===== src/verilog/status_pkg.sv =====
// status reporting constants, command codes and state types
package status_pkg;

    // ------------------------------------------------------------
    // field positions
    // ------------------------------------------------------------
    // operation condition bits
    localparam int OPC_CAL_POS  = 0;
    localparam int OPC_WTG_POS  = 1;
    localparam int OPC_CV_POS   = 2;
    localparam int OPC_CC_POS   = 3;
    localparam int OPC_RI_POS   = 4;
    // questionable condition bits
    localparam int QC_OV_POS    = 0;
    localparam int QC_OT_POS    = 1;
    localparam int QC_UNR_POS   = 2;
    // standard event status bits, same layout for the enable mask
    localparam int ESR_OPC      = 0;
    localparam int ESR_QYE      = 2;
    localparam int ESR_DDE      = 3;
    localparam int ESR_EXE      = 4;
    localparam int ESR_CME      = 5;
    localparam int ESR_PON      = 7;
    // status byte bits
    localparam int STB_QUESTIONABLE_SUMMARY     = 3;
    localparam int STB_ESB      = 5;
    localparam int STB_RQS      = 6;
    localparam int STB_OPERATION_SUMMARY     = 7;
    localparam logic [7:0] STB_RQS_EXCL = 8'hBF;

    // ------------------------------------------------------------
    // reset values and nonvolatile image layout
    // ------------------------------------------------------------
    localparam logic [7:0] ESR_RESET = 8'h80;
    localparam logic [7:0] ZERO8     = 8'h00;
    localparam int NV_PSC_POS  = 32;
    localparam int NV_SRE_LSB  = 24;
    localparam int NV_ESE_LSB  = 16;
    localparam int NV_QEN_LSB  = 8;
    localparam int NV_OEN_LSB  = 0;

    // ------------------------------------------------------------
    // types
    // ------------------------------------------------------------
    typedef enum logic [1:0] {
        ST_LOAD = 2'b01,
        ST_RUN  = 2'b10
    } state_t;

    typedef enum logic [4:0] {
        CMD_CLS    = 5'h00,
        CMD_ESE_W  = 5'h01,
        CMD_ESE_Q  = 5'h02,
        CMD_ESR_Q  = 5'h03,
        CMD_IDN_Q  = 5'h04,
        CMD_OPC_W  = 5'h05,
        CMD_OPC_Q  = 5'h06,
        CMD_PSC_W  = 5'h07,
        CMD_PSC_Q  = 5'h08,
        CMD_SRE_W  = 5'h09,
        CMD_SRE_Q  = 5'h0A,
        CMD_STB_Q  = 5'h0B,
        CMD_QEV_Q  = 5'h0C,
        CMD_QCND_Q = 5'h0D,
        CMD_QEN_W  = 5'h0E,
        CMD_QEN_Q  = 5'h0F,
        CMD_OEV_Q  = 5'h10,
        CMD_OCND_Q = 5'h11,
        CMD_OEN_W  = 5'h12,
        CMD_OEN_Q  = 5'h13
    } cmd_t;

endpackage : status_pkg

===== src/verilog/cond_event.sv =====
// condition register with transition-latched event register
module cond_event
    import status_pkg::*;
#(
    parameter int WIDTH = 8
) (
    input  wire logic             clk,
    input  wire logic             rst,
    input  wire logic [WIDTH-1:0] cond_in,
    input  wire logic [WIDTH-1:0] enable,
    input  wire logic             clear,
    output logic      [WIDTH-1:0] cond_q,
    output logic      [WIDTH-1:0] event_q,
    output logic                  hit_q
);

    // answers are one byte wide, so wider registers cannot be returned
    if (WIDTH < 1 || WIDTH > 8) begin : g_bad_width
        $error("cond_event WIDTH must be 1..8");
    end

    typedef struct packed {
        logic [WIDTH-1:0] cond;
        logic [WIDTH-1:0] evt;
        logic             hit;
        logic             armed;
    } ce_state_t;

    ce_state_t q;
    ce_state_t d;
    logic [WIDTH-1:0] change;

    // ------------------------------------------------------------
    // next state
    // ------------------------------------------------------------
    // any change of a condition bit latches its event bit; set beats clear
    // first cycle after reset only takes the levels: a pin already high is no change
    always_comb begin
        d       = q;
        change  = q.armed ? (cond_in ^ q.cond) : '0;
        d.armed = 1'b1;
        d.cond = cond_in;
        d.evt  = (clear ? '0 : q.evt) | change;
        d.hit  = |(change & ~q.evt & enable);
    end

    // state register
    always_ff @(posedge clk or posedge rst) begin
        if (rst) begin
            q <= '0;
        end else begin
            q <= d;
        end
    end

    assign cond_q  = q.cond;
    assign event_q = q.evt;
    assign hit_q   = q.hit;

    a_change_latch: assert property (@(posedge clk) disable iff (rst)
        (q.armed && cond_in != cond_q) |=>
        ((event_q & ($past(cond_in) ^ $past(cond_q))) == ($past(cond_in) ^ $past(cond_q))))
        else $error("condition change did not latch its event bit");

endmodule : cond_event


===== src/verilog/scpi_status_reporting.sv =====
// status register bank: condition, event, enable and summary registers

// Notes on behaviour
// - operation condition: calibrating, trigger wait, const voltage, const current, remote input level
// - questionable condition: overvoltage bit 0, overtemperature bit 1, unregulated bit 2
// - standard event bits: OPC 0, QYE 2, DDE 3, EXE 4, CME 5, PON 7
// - power-on bit of standard events is set by every reset
// - status byte bit 3 set when an enabled questionable event occurs
// - status byte bit 5 set when an enabled standard event bit becomes one
// - status byte bit 7 set when an enabled operation event occurs
// - clear-status empties standard events, both event registers, status byte, error code
// - standard event enable mask is written, read back and gates bit 5
// - standard event enable mask uses the standard event bit layout
// - standard event query returns the value then clears it
// - identification query yields maker, model, serial and version fields
// - operation-complete sets OPC once all earlier commands have finished
// - with power-on-clear at one, reset clears the three event enable masks
// - with power-on-clear at zero, masks are restored from nonvolatile storage
// - any condition bit change sets its event bit
// - event register query returns the value then clears it
// - status byte query returns the value then clears it
// - service request enable mask selects which status bits raise request-service
module scpi_status_reporting
    import status_pkg::*;
#(
    parameter logic [7:0] MAKER_ID   = 8'h5A, // arbitrary value
    parameter logic [7:0] MODEL_ID   = 8'h11, // arbitrary value
    parameter logic [7:0] SERIAL_ID  = 8'h01, // arbitrary value
    parameter logic [7:0] VERSION_ID = 8'h10  // arbitrary value
) (
    input  wire logic        CORE_CLK,
    input  wire logic        RST,
    input  wire logic        CMD_VALID,
    input  wire logic [4:0]  CMD_CODE,
    input  wire logic [7:0]  CMD_PARAM,
    input  wire logic        EXEC_IDLE,
    input  wire logic        CAL_ACTIVE,
    input  wire logic        TRIGGER_WAIT_FLAG,
    input  wire logic        CONST_VOLTAGE_FLAG,
    input  wire logic        CONST_CURRENT_FLAG,
    input  wire logic        REMOTE_INPUT_LEVEL,
    input  wire logic        OVERVOLTAGE_FLAG,
    input  wire logic        OVERTEMP_FLAG,
    input  wire logic        UNREGULATED_FLAG,
    input  wire logic        QUERY_ERROR,
    input  wire logic        DEVICE_ERROR,
    input  wire logic        EXEC_ERROR,
    input  wire logic        COMMAND_ERROR,
    input  wire logic [32:0] NV_RESTORE_IN,
    output logic             RSP_VALID,
    output logic      [7:0]  RSP_DATA,
    output logic             ERROR_CLEAR,
    output logic             NV_STORE,
    output logic      [32:0] NV_IMAGE,
    output logic             SERVICE_REQUEST
);

    typedef struct packed {
        state_t     st;
        logic [7:0] esr;
        logic [7:0] ese;
        logic [7:0] sre;
        logic [7:0] qen;
        logic [7:0] oen;
        logic       psc;
        logic [7:0] stb;
        logic       opc_set_pend;
        logic       opc_ans_pend;
        logic       rsp_valid;
        logic [7:0] rsp_data;
        logic       err_clr;
        logic       nv_store;
    } top_state_t;

    top_state_t q;
    top_state_t d;
    cmd_t       cmd;
    logic [7:0] esr_set;
    logic [7:0] operation_summary_cond_in;
    logic [7:0] questionable_summary_cond_in;
    logic [7:0] operation_summary_cond;
    logic [7:0] operation_summary_evt;
    logic [7:0] questionable_summary_cond;
    logic [7:0] questionable_summary_evt;
    logic       operation_summary_hit;
    logic       questionable_summary_hit;
    logic       operation_summary_clr;
    logic       questionable_summary_clr;
    logic       take;

    // ------------------------------------------------------------
    // condition inputs and event registers
    // ------------------------------------------------------------
    // pack the live conditions into their bit positions
    always_comb begin
        operation_summary_cond_in              = ZERO8;
        operation_summary_cond_in[OPC_CAL_POS] = CAL_ACTIVE;
        operation_summary_cond_in[OPC_WTG_POS] = TRIGGER_WAIT_FLAG;
        operation_summary_cond_in[OPC_CV_POS]  = CONST_VOLTAGE_FLAG;
        operation_summary_cond_in[OPC_CC_POS]  = CONST_CURRENT_FLAG;
        operation_summary_cond_in[OPC_RI_POS]  = REMOTE_INPUT_LEVEL;
        questionable_summary_cond_in              = ZERO8;
        questionable_summary_cond_in[QC_OV_POS]   = OVERVOLTAGE_FLAG;
        questionable_summary_cond_in[QC_OT_POS]   = OVERTEMP_FLAG;
        questionable_summary_cond_in[QC_UNR_POS]  = UNREGULATED_FLAG;
    end

    cond_event #(.WIDTH(8)) u_operation_summary (
        .clk     (CORE_CLK),
        .rst     (RST),
        .cond_in (operation_summary_cond_in),
        .enable  (q.oen),
        .clear   (operation_summary_clr),
        .cond_q  (operation_summary_cond),
        .event_q (operation_summary_evt),
        .hit_q   (operation_summary_hit)
    );

    cond_event #(.WIDTH(8)) u_questionable_summary (
        .clk     (CORE_CLK),
        .rst     (RST),
        .cond_in (questionable_summary_cond_in),
        .enable  (q.qen),
        .clear   (questionable_summary_clr),
        .cond_q  (questionable_summary_cond),
        .event_q (questionable_summary_evt),
        .hit_q   (questionable_summary_hit)
    );

    // ------------------------------------------------------------
    // command handling and summary logic
    // ------------------------------------------------------------
    // commands are taken only once the restore cycle is over
    always_comb begin
        d           = q;
        d.rsp_valid = 1'b0;
        d.err_clr   = 1'b0;
        d.nv_store  = 1'b0;
        cmd         = cmd_t'(CMD_CODE);
        take        = CMD_VALID && (q.st == ST_RUN);
        operation_summary_clr    = 1'b0;
        questionable_summary_clr    = 1'b0;
        esr_set     = ZERO8;
        esr_set[ESR_QYE] = QUERY_ERROR;
        esr_set[ESR_DDE] = DEVICE_ERROR;
        esr_set[ESR_EXE] = EXEC_ERROR;
        esr_set[ESR_CME] = COMMAND_ERROR;
        d.stb[STB_RQS]   = 1'b0;
        case (q.st)
            ST_LOAD: begin
                // power-on-clear policy decides whether masks survive reset
                d.psc = NV_RESTORE_IN[NV_PSC_POS];
                if (NV_RESTORE_IN[NV_PSC_POS]) begin
                    d.ese = ZERO8;
                    d.qen = ZERO8;
                    d.oen = ZERO8;
                    d.sre = ZERO8;
                end else begin
                    d.sre = NV_RESTORE_IN[NV_SRE_LSB +: 8];
                    d.ese = NV_RESTORE_IN[NV_ESE_LSB +: 8];
                    d.qen = NV_RESTORE_IN[NV_QEN_LSB +: 8];
                    d.oen = NV_RESTORE_IN[NV_OEN_LSB +: 8];
                end
                d.st = ST_RUN;
            end
            ST_RUN: begin
                if (take) begin
                    case (cmd)
                        CMD_CLS: begin
                            d.esr     = ZERO8;
                            d.stb     = ZERO8;
                            operation_summary_clr  = 1'b1;
                            questionable_summary_clr  = 1'b1;
                            d.err_clr = 1'b1;
                        end
                        CMD_ESE_W: begin
                            d.ese      = CMD_PARAM;
                            d.nv_store = 1'b1;
                        end
                        CMD_ESE_Q: begin
                            d.rsp_valid = 1'b1;
                            d.rsp_data  = q.ese;
                        end
                        CMD_ESR_Q: begin
                            d.rsp_valid = 1'b1;
                            d.rsp_data  = q.esr;
                            d.esr       = ZERO8;
                        end
                        CMD_IDN_Q: begin
                            // parser asks field by field and puts the commas between
                            d.rsp_valid = 1'b1;
                            case (CMD_PARAM[1:0])
                                2'd0:    d.rsp_data = MAKER_ID;
                                2'd1:    d.rsp_data = MODEL_ID;
                                2'd2:    d.rsp_data = SERIAL_ID;
                                default: d.rsp_data = VERSION_ID;
                            endcase
                        end
                        CMD_OPC_W: d.opc_set_pend = 1'b1;
                        CMD_OPC_Q: d.opc_ans_pend = 1'b1;
                        CMD_PSC_W: begin
                            d.psc      = CMD_PARAM != ZERO8;
                            d.nv_store = 1'b1;
                        end
                        CMD_PSC_Q: begin
                            d.rsp_valid = 1'b1;
                            d.rsp_data  = {7'h00, q.psc};
                        end
                        CMD_SRE_W: begin
                            d.sre      = CMD_PARAM;
                            d.nv_store = 1'b1;
                        end
                        CMD_SRE_Q: begin
                            d.rsp_valid = 1'b1;
                            d.rsp_data  = q.sre;
                        end
                        CMD_STB_Q: begin
                            d.rsp_valid = 1'b1;
                            d.rsp_data  = q.stb;
                            d.stb       = ZERO8;
                        end
                        CMD_QEV_Q: begin
                            d.rsp_valid = 1'b1;
                            d.rsp_data  = questionable_summary_evt;
                            questionable_summary_clr    = 1'b1;
                        end
                        CMD_QCND_Q: begin
                            d.rsp_valid = 1'b1;
                            d.rsp_data  = questionable_summary_cond;
                        end
                        CMD_QEN_W: begin
                            d.qen      = CMD_PARAM;
                            d.nv_store = 1'b1;
                        end
                        CMD_QEN_Q: begin
                            d.rsp_valid = 1'b1;
                            d.rsp_data  = q.qen;
                        end
                        CMD_OEV_Q: begin
                            d.rsp_valid = 1'b1;
                            d.rsp_data  = operation_summary_evt;
                            operation_summary_clr    = 1'b1;
                        end
                        CMD_OCND_Q: begin
                            d.rsp_valid = 1'b1;
                            d.rsp_data  = operation_summary_cond;
                        end
                        CMD_OEN_W: begin
                            d.oen      = CMD_PARAM;
                            d.nv_store = 1'b1;
                        end
                        CMD_OEN_Q: begin
                            d.rsp_valid = 1'b1;
                            d.rsp_data  = q.oen;
                        end
                        default: d.rsp_valid = 1'b0;
                    endcase
                end
            end
            default: d.st = ST_LOAD;
        endcase
        // operation complete waits for the executor to drain
        if (q.opc_set_pend && EXEC_IDLE) begin
            esr_set[ESR_OPC] = 1'b1;
            d.opc_set_pend   = 1'b0;
        end
        // a pending answer yields to a query answered in the same cycle
        if (q.opc_ans_pend && EXEC_IDLE && !d.rsp_valid) begin
            d.rsp_valid    = 1'b1;
            d.rsp_data     = 8'h01;
            d.opc_ans_pend = 1'b0;
        end
        // events set after any clear, so a coincident event survives
        d.esr = d.esr | esr_set;
        if (|(esr_set & ~q.esr & q.ese)) d.stb[STB_ESB] = 1'b1;
        if (questionable_summary_hit) d.stb[STB_QUESTIONABLE_SUMMARY] = 1'b1;
        if (operation_summary_hit) d.stb[STB_OPERATION_SUMMARY] = 1'b1;
        d.stb[STB_RQS] = |(d.stb & d.sre & STB_RQS_EXCL);
    end

    // state register; reset marks power-on in the event register
    always_ff @(posedge CORE_CLK or posedge RST) begin
        if (RST) begin
            q     <= '0;
            q.st  <= ST_LOAD;
            q.esr <= ESR_RESET;
        end else begin
            q <= d;
        end
    end

    // every output is a state field
    assign RSP_VALID       = q.rsp_valid;
    assign RSP_DATA        = q.rsp_data;
    assign ERROR_CLEAR     = q.err_clr;
    assign NV_STORE        = q.nv_store;
    assign NV_IMAGE        = {q.psc, q.sre, q.ese, q.qen, q.oen};
    assign SERVICE_REQUEST = q.stb[STB_RQS];

    // ------------------------------------------------------------
    // checks
    // ------------------------------------------------------------
    a_pon_after_reset: assert property (@(posedge CORE_CLK) disable iff (RST)
        $past(q.st == ST_LOAD) |-> q.esr[ESR_PON])
        else $error("power-on bit missing after reset");

    a_esr_read_clear: assert property (@(posedge CORE_CLK) disable iff (RST)
        (take && cmd == CMD_ESR_Q) |=> (RSP_VALID && RSP_DATA == $past(q.esr) && (q.esr & ~$past(esr_set)) == 8'h00))
        else $error("event status query did not return and clear");

    a_esb_summary: assert property (@(posedge CORE_CLK) disable iff (RST)
        |(esr_set & ~q.esr & q.ese) |=> q.stb[STB_ESB])
        else $error("enabled standard event did not set summary bit");

    a_questionable_summary_summary: assert property (@(posedge CORE_CLK) disable iff (RST)
        questionable_summary_hit |=> q.stb[STB_QUESTIONABLE_SUMMARY])
        else $error("questionable summary not set");

    a_operation_summary_summary: assert property (@(posedge CORE_CLK) disable iff (RST)
        operation_summary_hit |=> q.stb[STB_OPERATION_SUMMARY])
        else $error("operation summary not set");

    a_rqs_tracks: assert property (@(posedge CORE_CLK) disable iff (RST)
        q.stb[STB_RQS] == |(q.stb & q.sre & STB_RQS_EXCL))
        else $error("request-service bit disagrees with enabled status bits");

    a_cls_clears: assert property (@(posedge CORE_CLK) disable iff (RST)
        (take && cmd == CMD_CLS && !questionable_summary_hit && !operation_summary_hit && esr_set == 8'h00) |=>
        (ERROR_CLEAR && q.esr == 8'h00 && q.stb == 8'h00))
        else $error("clear-status left state behind");

    a_ese_store: assert property (@(posedge CORE_CLK) disable iff (RST)
        (take && cmd == CMD_ESE_W) |=> (q.ese == $past(CMD_PARAM) && NV_STORE))
        else $error("standard event enable not stored");

    a_psc_clears: assert property (@(posedge CORE_CLK) disable iff (RST)
        ($past(q.st == ST_LOAD) && $past(NV_RESTORE_IN[NV_PSC_POS])) |-> (q.ese == 8'h00 && q.qen == 8'h00 && q.oen == 8'h00))
        else $error("power-on-clear did not clear masks");

    a_opc_sets: assert property (@(posedge CORE_CLK) disable iff (RST)
        (q.opc_set_pend && EXEC_IDLE) |=> q.esr[ESR_OPC])
        else $error("operation complete not flagged");

    a_stb_read_clear: assert property (@(posedge CORE_CLK) disable iff (RST)
        (take && cmd == CMD_STB_Q && !questionable_summary_hit && !operation_summary_hit && esr_set == 8'h00) |=> (RSP_DATA == $past(q.stb) && q.stb == 8'h00))
        else $error("status byte query did not return and clear");

endmodule : scpi_status_reporting


===== config.mk =====
export PLATFORM = sky130hd
export DESIGN_NAME = scpi_status_reporting
export DESIGN_NICKNAME = d
export VERILOG_FILES = /design/src/verilog/status_pkg.sv /design/src/verilog/cond_event.sv /design/src/verilog/scpi_status_reporting.sv
export SDC_FILE = /design/constraint.sdc
export NUM_CORES = 1
export LEC_CHECK = 0
export BUFFER_PORTS_ARGS = -buffer_cell sky130_fd_sc_hd__buf_2
export CORE_AREA = 2 2 135 71
export DETAILED_ROUTE_END_ITERATION = 16
export DIE_AREA = 0 0 137 73
export GPL_ROUTABILITY_DRIVEN = 0
export PLACE_DENSITY = 0.86
export RECOVER_POWER = 100
export SYNTH_ARGS = -nofsm -noshare
export SYNTH_HDL_FRONTEND = slang
export SYNTH_SLANG_ARGS = --single-unit

===== constraint.sdc =====
create_clock -name CORE_CLK -period 8 [get_ports CORE_CLK]
set_input_delay 0.8 -clock CORE_CLK [delete_from_list [all_inputs] [get_ports CORE_CLK]]
set_output_delay 0.8 -clock CORE_CLK [all_outputs]
set_load 0.01 [all_outputs]

==> results.md <==
* Main area contributors after synthesis: dfrtp_1, buf_4, mux2_2
* Failing checks: capacitance limit, slew limit
* RSZ-0062 raised after global routing: no
* Hold Vio Cnt, Final at 0
* IO Pins at 107
* Post-DRT Antenna Nets at 0
* Clock Skew at 0.00734 ns
* Layout cells sized above 1 at 17.1%
* Initial Util at 52.5%
* Warnings, synthesis at 0
* Non-filler instance count after layout at 682
* Die area at 0.0100 mm2
* ANT cells at 0
* Compound-Gate Fraction of Synth Area at 17.2%
* Tot Pwr at between 1 and 1.5 mW
* Max-cap violations at 1
* Clock Path Buffers at 2
* Top cell type's share of synthesized area at 41.8%
* Adder-cell share of the synthesized area at 1.32%
* Total Wirelength at 15.2 mm
* CTS tree: built
* Worst skew pair latency at 0.34 ns
* DRT iter0 DRCs at 644
* GRT overflow at 0
* Fmax at approximately 220 MHz
* Initial antenna violation count at 0
* Final nets at 624
* Clk Tree Root Cell: clkbuf_16
* Global router's overall resource usage at 31.4%
* Pre-antenna DRT Iters at 6
* Pin count of the biggest net entering global routing at 82
* EDFF count, synth at 0
* Die boundary height at 73 um
* Syn Nets at 575
* DR DRC count at 0
* Crit path max-delay family: buffers and inverters
* Nature of the critical path startpoint: input pin
* Max VDD drop at 103 uV
* Prevailing post-synth register cell: dfrtp_1
* Number of buffers created by CTS at 9
* # Post-CTS Setup Buffers at 0
* Clock sink count at 81
* Via count at between 4000 and 5000
* Worst Path Max Fanout at 81
* Async set or reset register ratio after synthesis at 100%
* Synthesized-area fraction occupied by and/or/nand/nor cells at 19.1%
* Clock Pin Slew Worst Setup and Hold Paths at 0.06 ns
* Post-DP HPWL at 11.5 mm
* Layout area overhead at 9.65%
* Slew Viols, Final at 82
* Row Count at 25
* Cts hold-fix bufs at 0
* Cell-by-cell trace of the critical path: buf_2 -> clkinvlp_2 -> clkbuf_1
* Largest family of logic cells by synthesized area: simple AND/OR/NAND/NOR gates
* Crit. End Element: asynchronous set/reset pin
* Post-Syn Area per Cell at around 9.3 um2
* Die W at 137 um
* Post-CTS Resized at 0
* Wire per inst at 22.3 um
* H-tree level count at 3
* Setup_tns at 0 ns
* Largest stage delay on the critical path at between 2 and 3 ns
* Global-route wire length before repair at 22.8 mm
* Worst slew pin tran at roughly 4.3 ns
* Period utilisation layout at between 50% and 60%
* Rel. slew slack at -185%
* Setup WS pre-CTS at roughly 4.6 ns
* CORE AREA at about 0.0090 mm2
* Vias in the first global route at 4004
* Setup Viol. Count Final at 0
* Crit path max-delay cell type: clkbuf_1
* Post-Syn Instances at around 510
* P_leak at between 2 and 2.5 nW
* Worst Path Buf+Inv at 3
* Cell Pwr Density at 223 mW/mm2
* Synthesized area at 0.00473 mm2
* FF+latch count, synth at 81
* Post-Synth XOR/XNOR Area at under 10%
* Crit Path Class: in2async
* Via density at approximately 6.4
* Synth unique cells at 62
* Cell count after placement at 667
* Status: finished with violations
* Crit path DAT at 3.99 ns
* Fillers at 816
* Tmin final at around 4.5 ns
* PnR worst setup slack at 3.46 ns
* Dominant cell type by area after synthesis: dfrtp_1
* Mux contribution to synthesized area at 6.98%
* IO Port Bufs at 106
* Worst endpoint required time at 7.44 ns
* Register area share after synthesis at 42.9%
* Worst Hold Class: reg2reg
## final cells by class
class / instances / area [um2] / share of cell area [%]
tap: 121 / 151 / 2.92
sequential: 81 / 2030 / 39.1
clock buffer: 11 / 233 / 4.49
inverter: 18 / 68.8 / 1.33
timing repair buffer: 108 / 475 / 9.16
clock inverter: 4 / 45.0 / 0.868
multi-input combinational: 339 / 2190 / 42.1
## per-layer routing
metal  track usage, %  share of wire, %  up-vias  wire (um)
met5                0              0.11        -         16
met4             6.07               2.2        2        338
met3             17.4                18       51       2810
met2             39.7                36      367       5520
met1             46.4                43     2056       6550
li1                 -                 -     1870          -
## state kept, by name (all words and copies together), names as in the netlist
register / cells
u_operation_summary.hit_q: 1
NV_STORE: 1
NV_IMAGE: 33
q: 17
SERVICE_REQUEST: 1
RSP_DATA: 8
u_operation_summary.event_q: 5
RSP_VALID: 1
ERROR_CLEAR: 1
u_questionable_summary.cond_q: 3
u_questionable_summary.q: 1
u_questionable_summary.hit_q: 1
u_questionable_summary.event_q: 3
u_operation_summary.cond_q: 5
## per-stage QoR
stage	util [%]	area, um2	hold slack [ns]
2_1_floorplan	-	4730	0.424
4_1_cts	58.5	5270	0.487
5_1_grt	57.6	5190	0.510
6_report	57.6	5190	0.497
3_3_place_gp	55.4	4990	0.481
3_5_place_dp	55.4	4990	0.471
## synthesized netlist by cell type, drive strengths merged (3+ instances only)
| cell type | number |
|---|---|
| a2111oi | 3 |
| a211oi | 3 |
| a21boi | 3 |
| a21o | 7 |
| a21oi | 38 |
| a22o | 3 |
| a22oi | 11 |
| a2bb2oi | 4 |
| a311o | 3 |
| a31oi | 5 |
| a32oi | 3 |
| and2 | 7 |
| and3 | 12 |
| and3b | 6 |
| buf | 50 |
| clkbuf | 20 |
| dfrtp | 79 |
| ha | 5 |
| inv | 18 |
| mux2 | 24 |
| mux2i | 6 |
| nand2 | 62 |
| nand2b | 3 |
| nand3 | 16 |
| nand4 | 5 |
| nor2 | 21 |
| nor2b | 8 |
| nor3 | 8 |
| nor3b | 7 |
| o211ai | 3 |
| o21ai | 19 |
| o22ai | 5 |
| or3 | 4 |
| xor2 | 9 |
## cell families (layout without fill, tap and decap cells)
kind of cell / count (synthesis) / after routing
adders and majority gates: 5 / 5
xor gates and xnor gates: 9 / 9
muxes: 30 / 30
AOI/OAI and AO/OA: 122 / 122
buffers and inverters: 88 / 141
and+or+nand+nor: 172 / 172
other: 1 / 1
DFF: 81 / 81
## power breakdown
| part | total, mW | internal, mW | switching (mW) | leakage [nW] |
|---|---|---|---|---|
| registers | 0.542 | 0.468 | 0.0738 | 0.983 |
| clock network | 0.393 | 0.238 | 0.154 | 0.139 |
| logic | 0.224 | 0.0908 | 0.133 | 1.25 |
## worst paths after layout
kind,end,cells after the start,slack (ns),from
setup / recovery,NV_IMAGE[1]$_DFFE_PP0P_,3,3.46,RST
hold / removal,q[20]$_DFF_PP0_,1,0.50,u_operation_summary.hit_q$_DFF_PP0_
setup reg to reg,SERVICE_REQUEST$_DFF_PP0_,7,4.18,q[62]$_DFFE_PP1N_
hold reg to reg,q[20]$_DFF_PP0_,1,0.50,u_operation_summary.hit_q$_DFF_PP0_
max in group CORE_CLK,SERVICE_REQUEST$_DFF_PP0_,7,4.18,q[62]$_DFFE_PP1N_
min in group asynchronous,q[56]$_DFF_PP0_,3,2.15,RST
## layout by cell type (no fill, tap or decap), types with 9 or more instances in the layout
| cell | n |
|---|---|
| o21ai_0 | 19 |
| buf_2 | 53 |
| nand2_1 | 62 |
| nor2_1 | 20 |
| dfrtp_1 | 79 |
| mux2_2 | 23 |
| a21oi_1 | 38 |
| clkbuf_16 | 9 |
| and3_1 | 12 |
| clkbuf_1 | 56 |
| inv_1 | 17 |
| xor2_1 | 9 |
| a22oi_1 | 11 |
| nand3_1 | 16 |
Power figures use the tool's default switching activity.
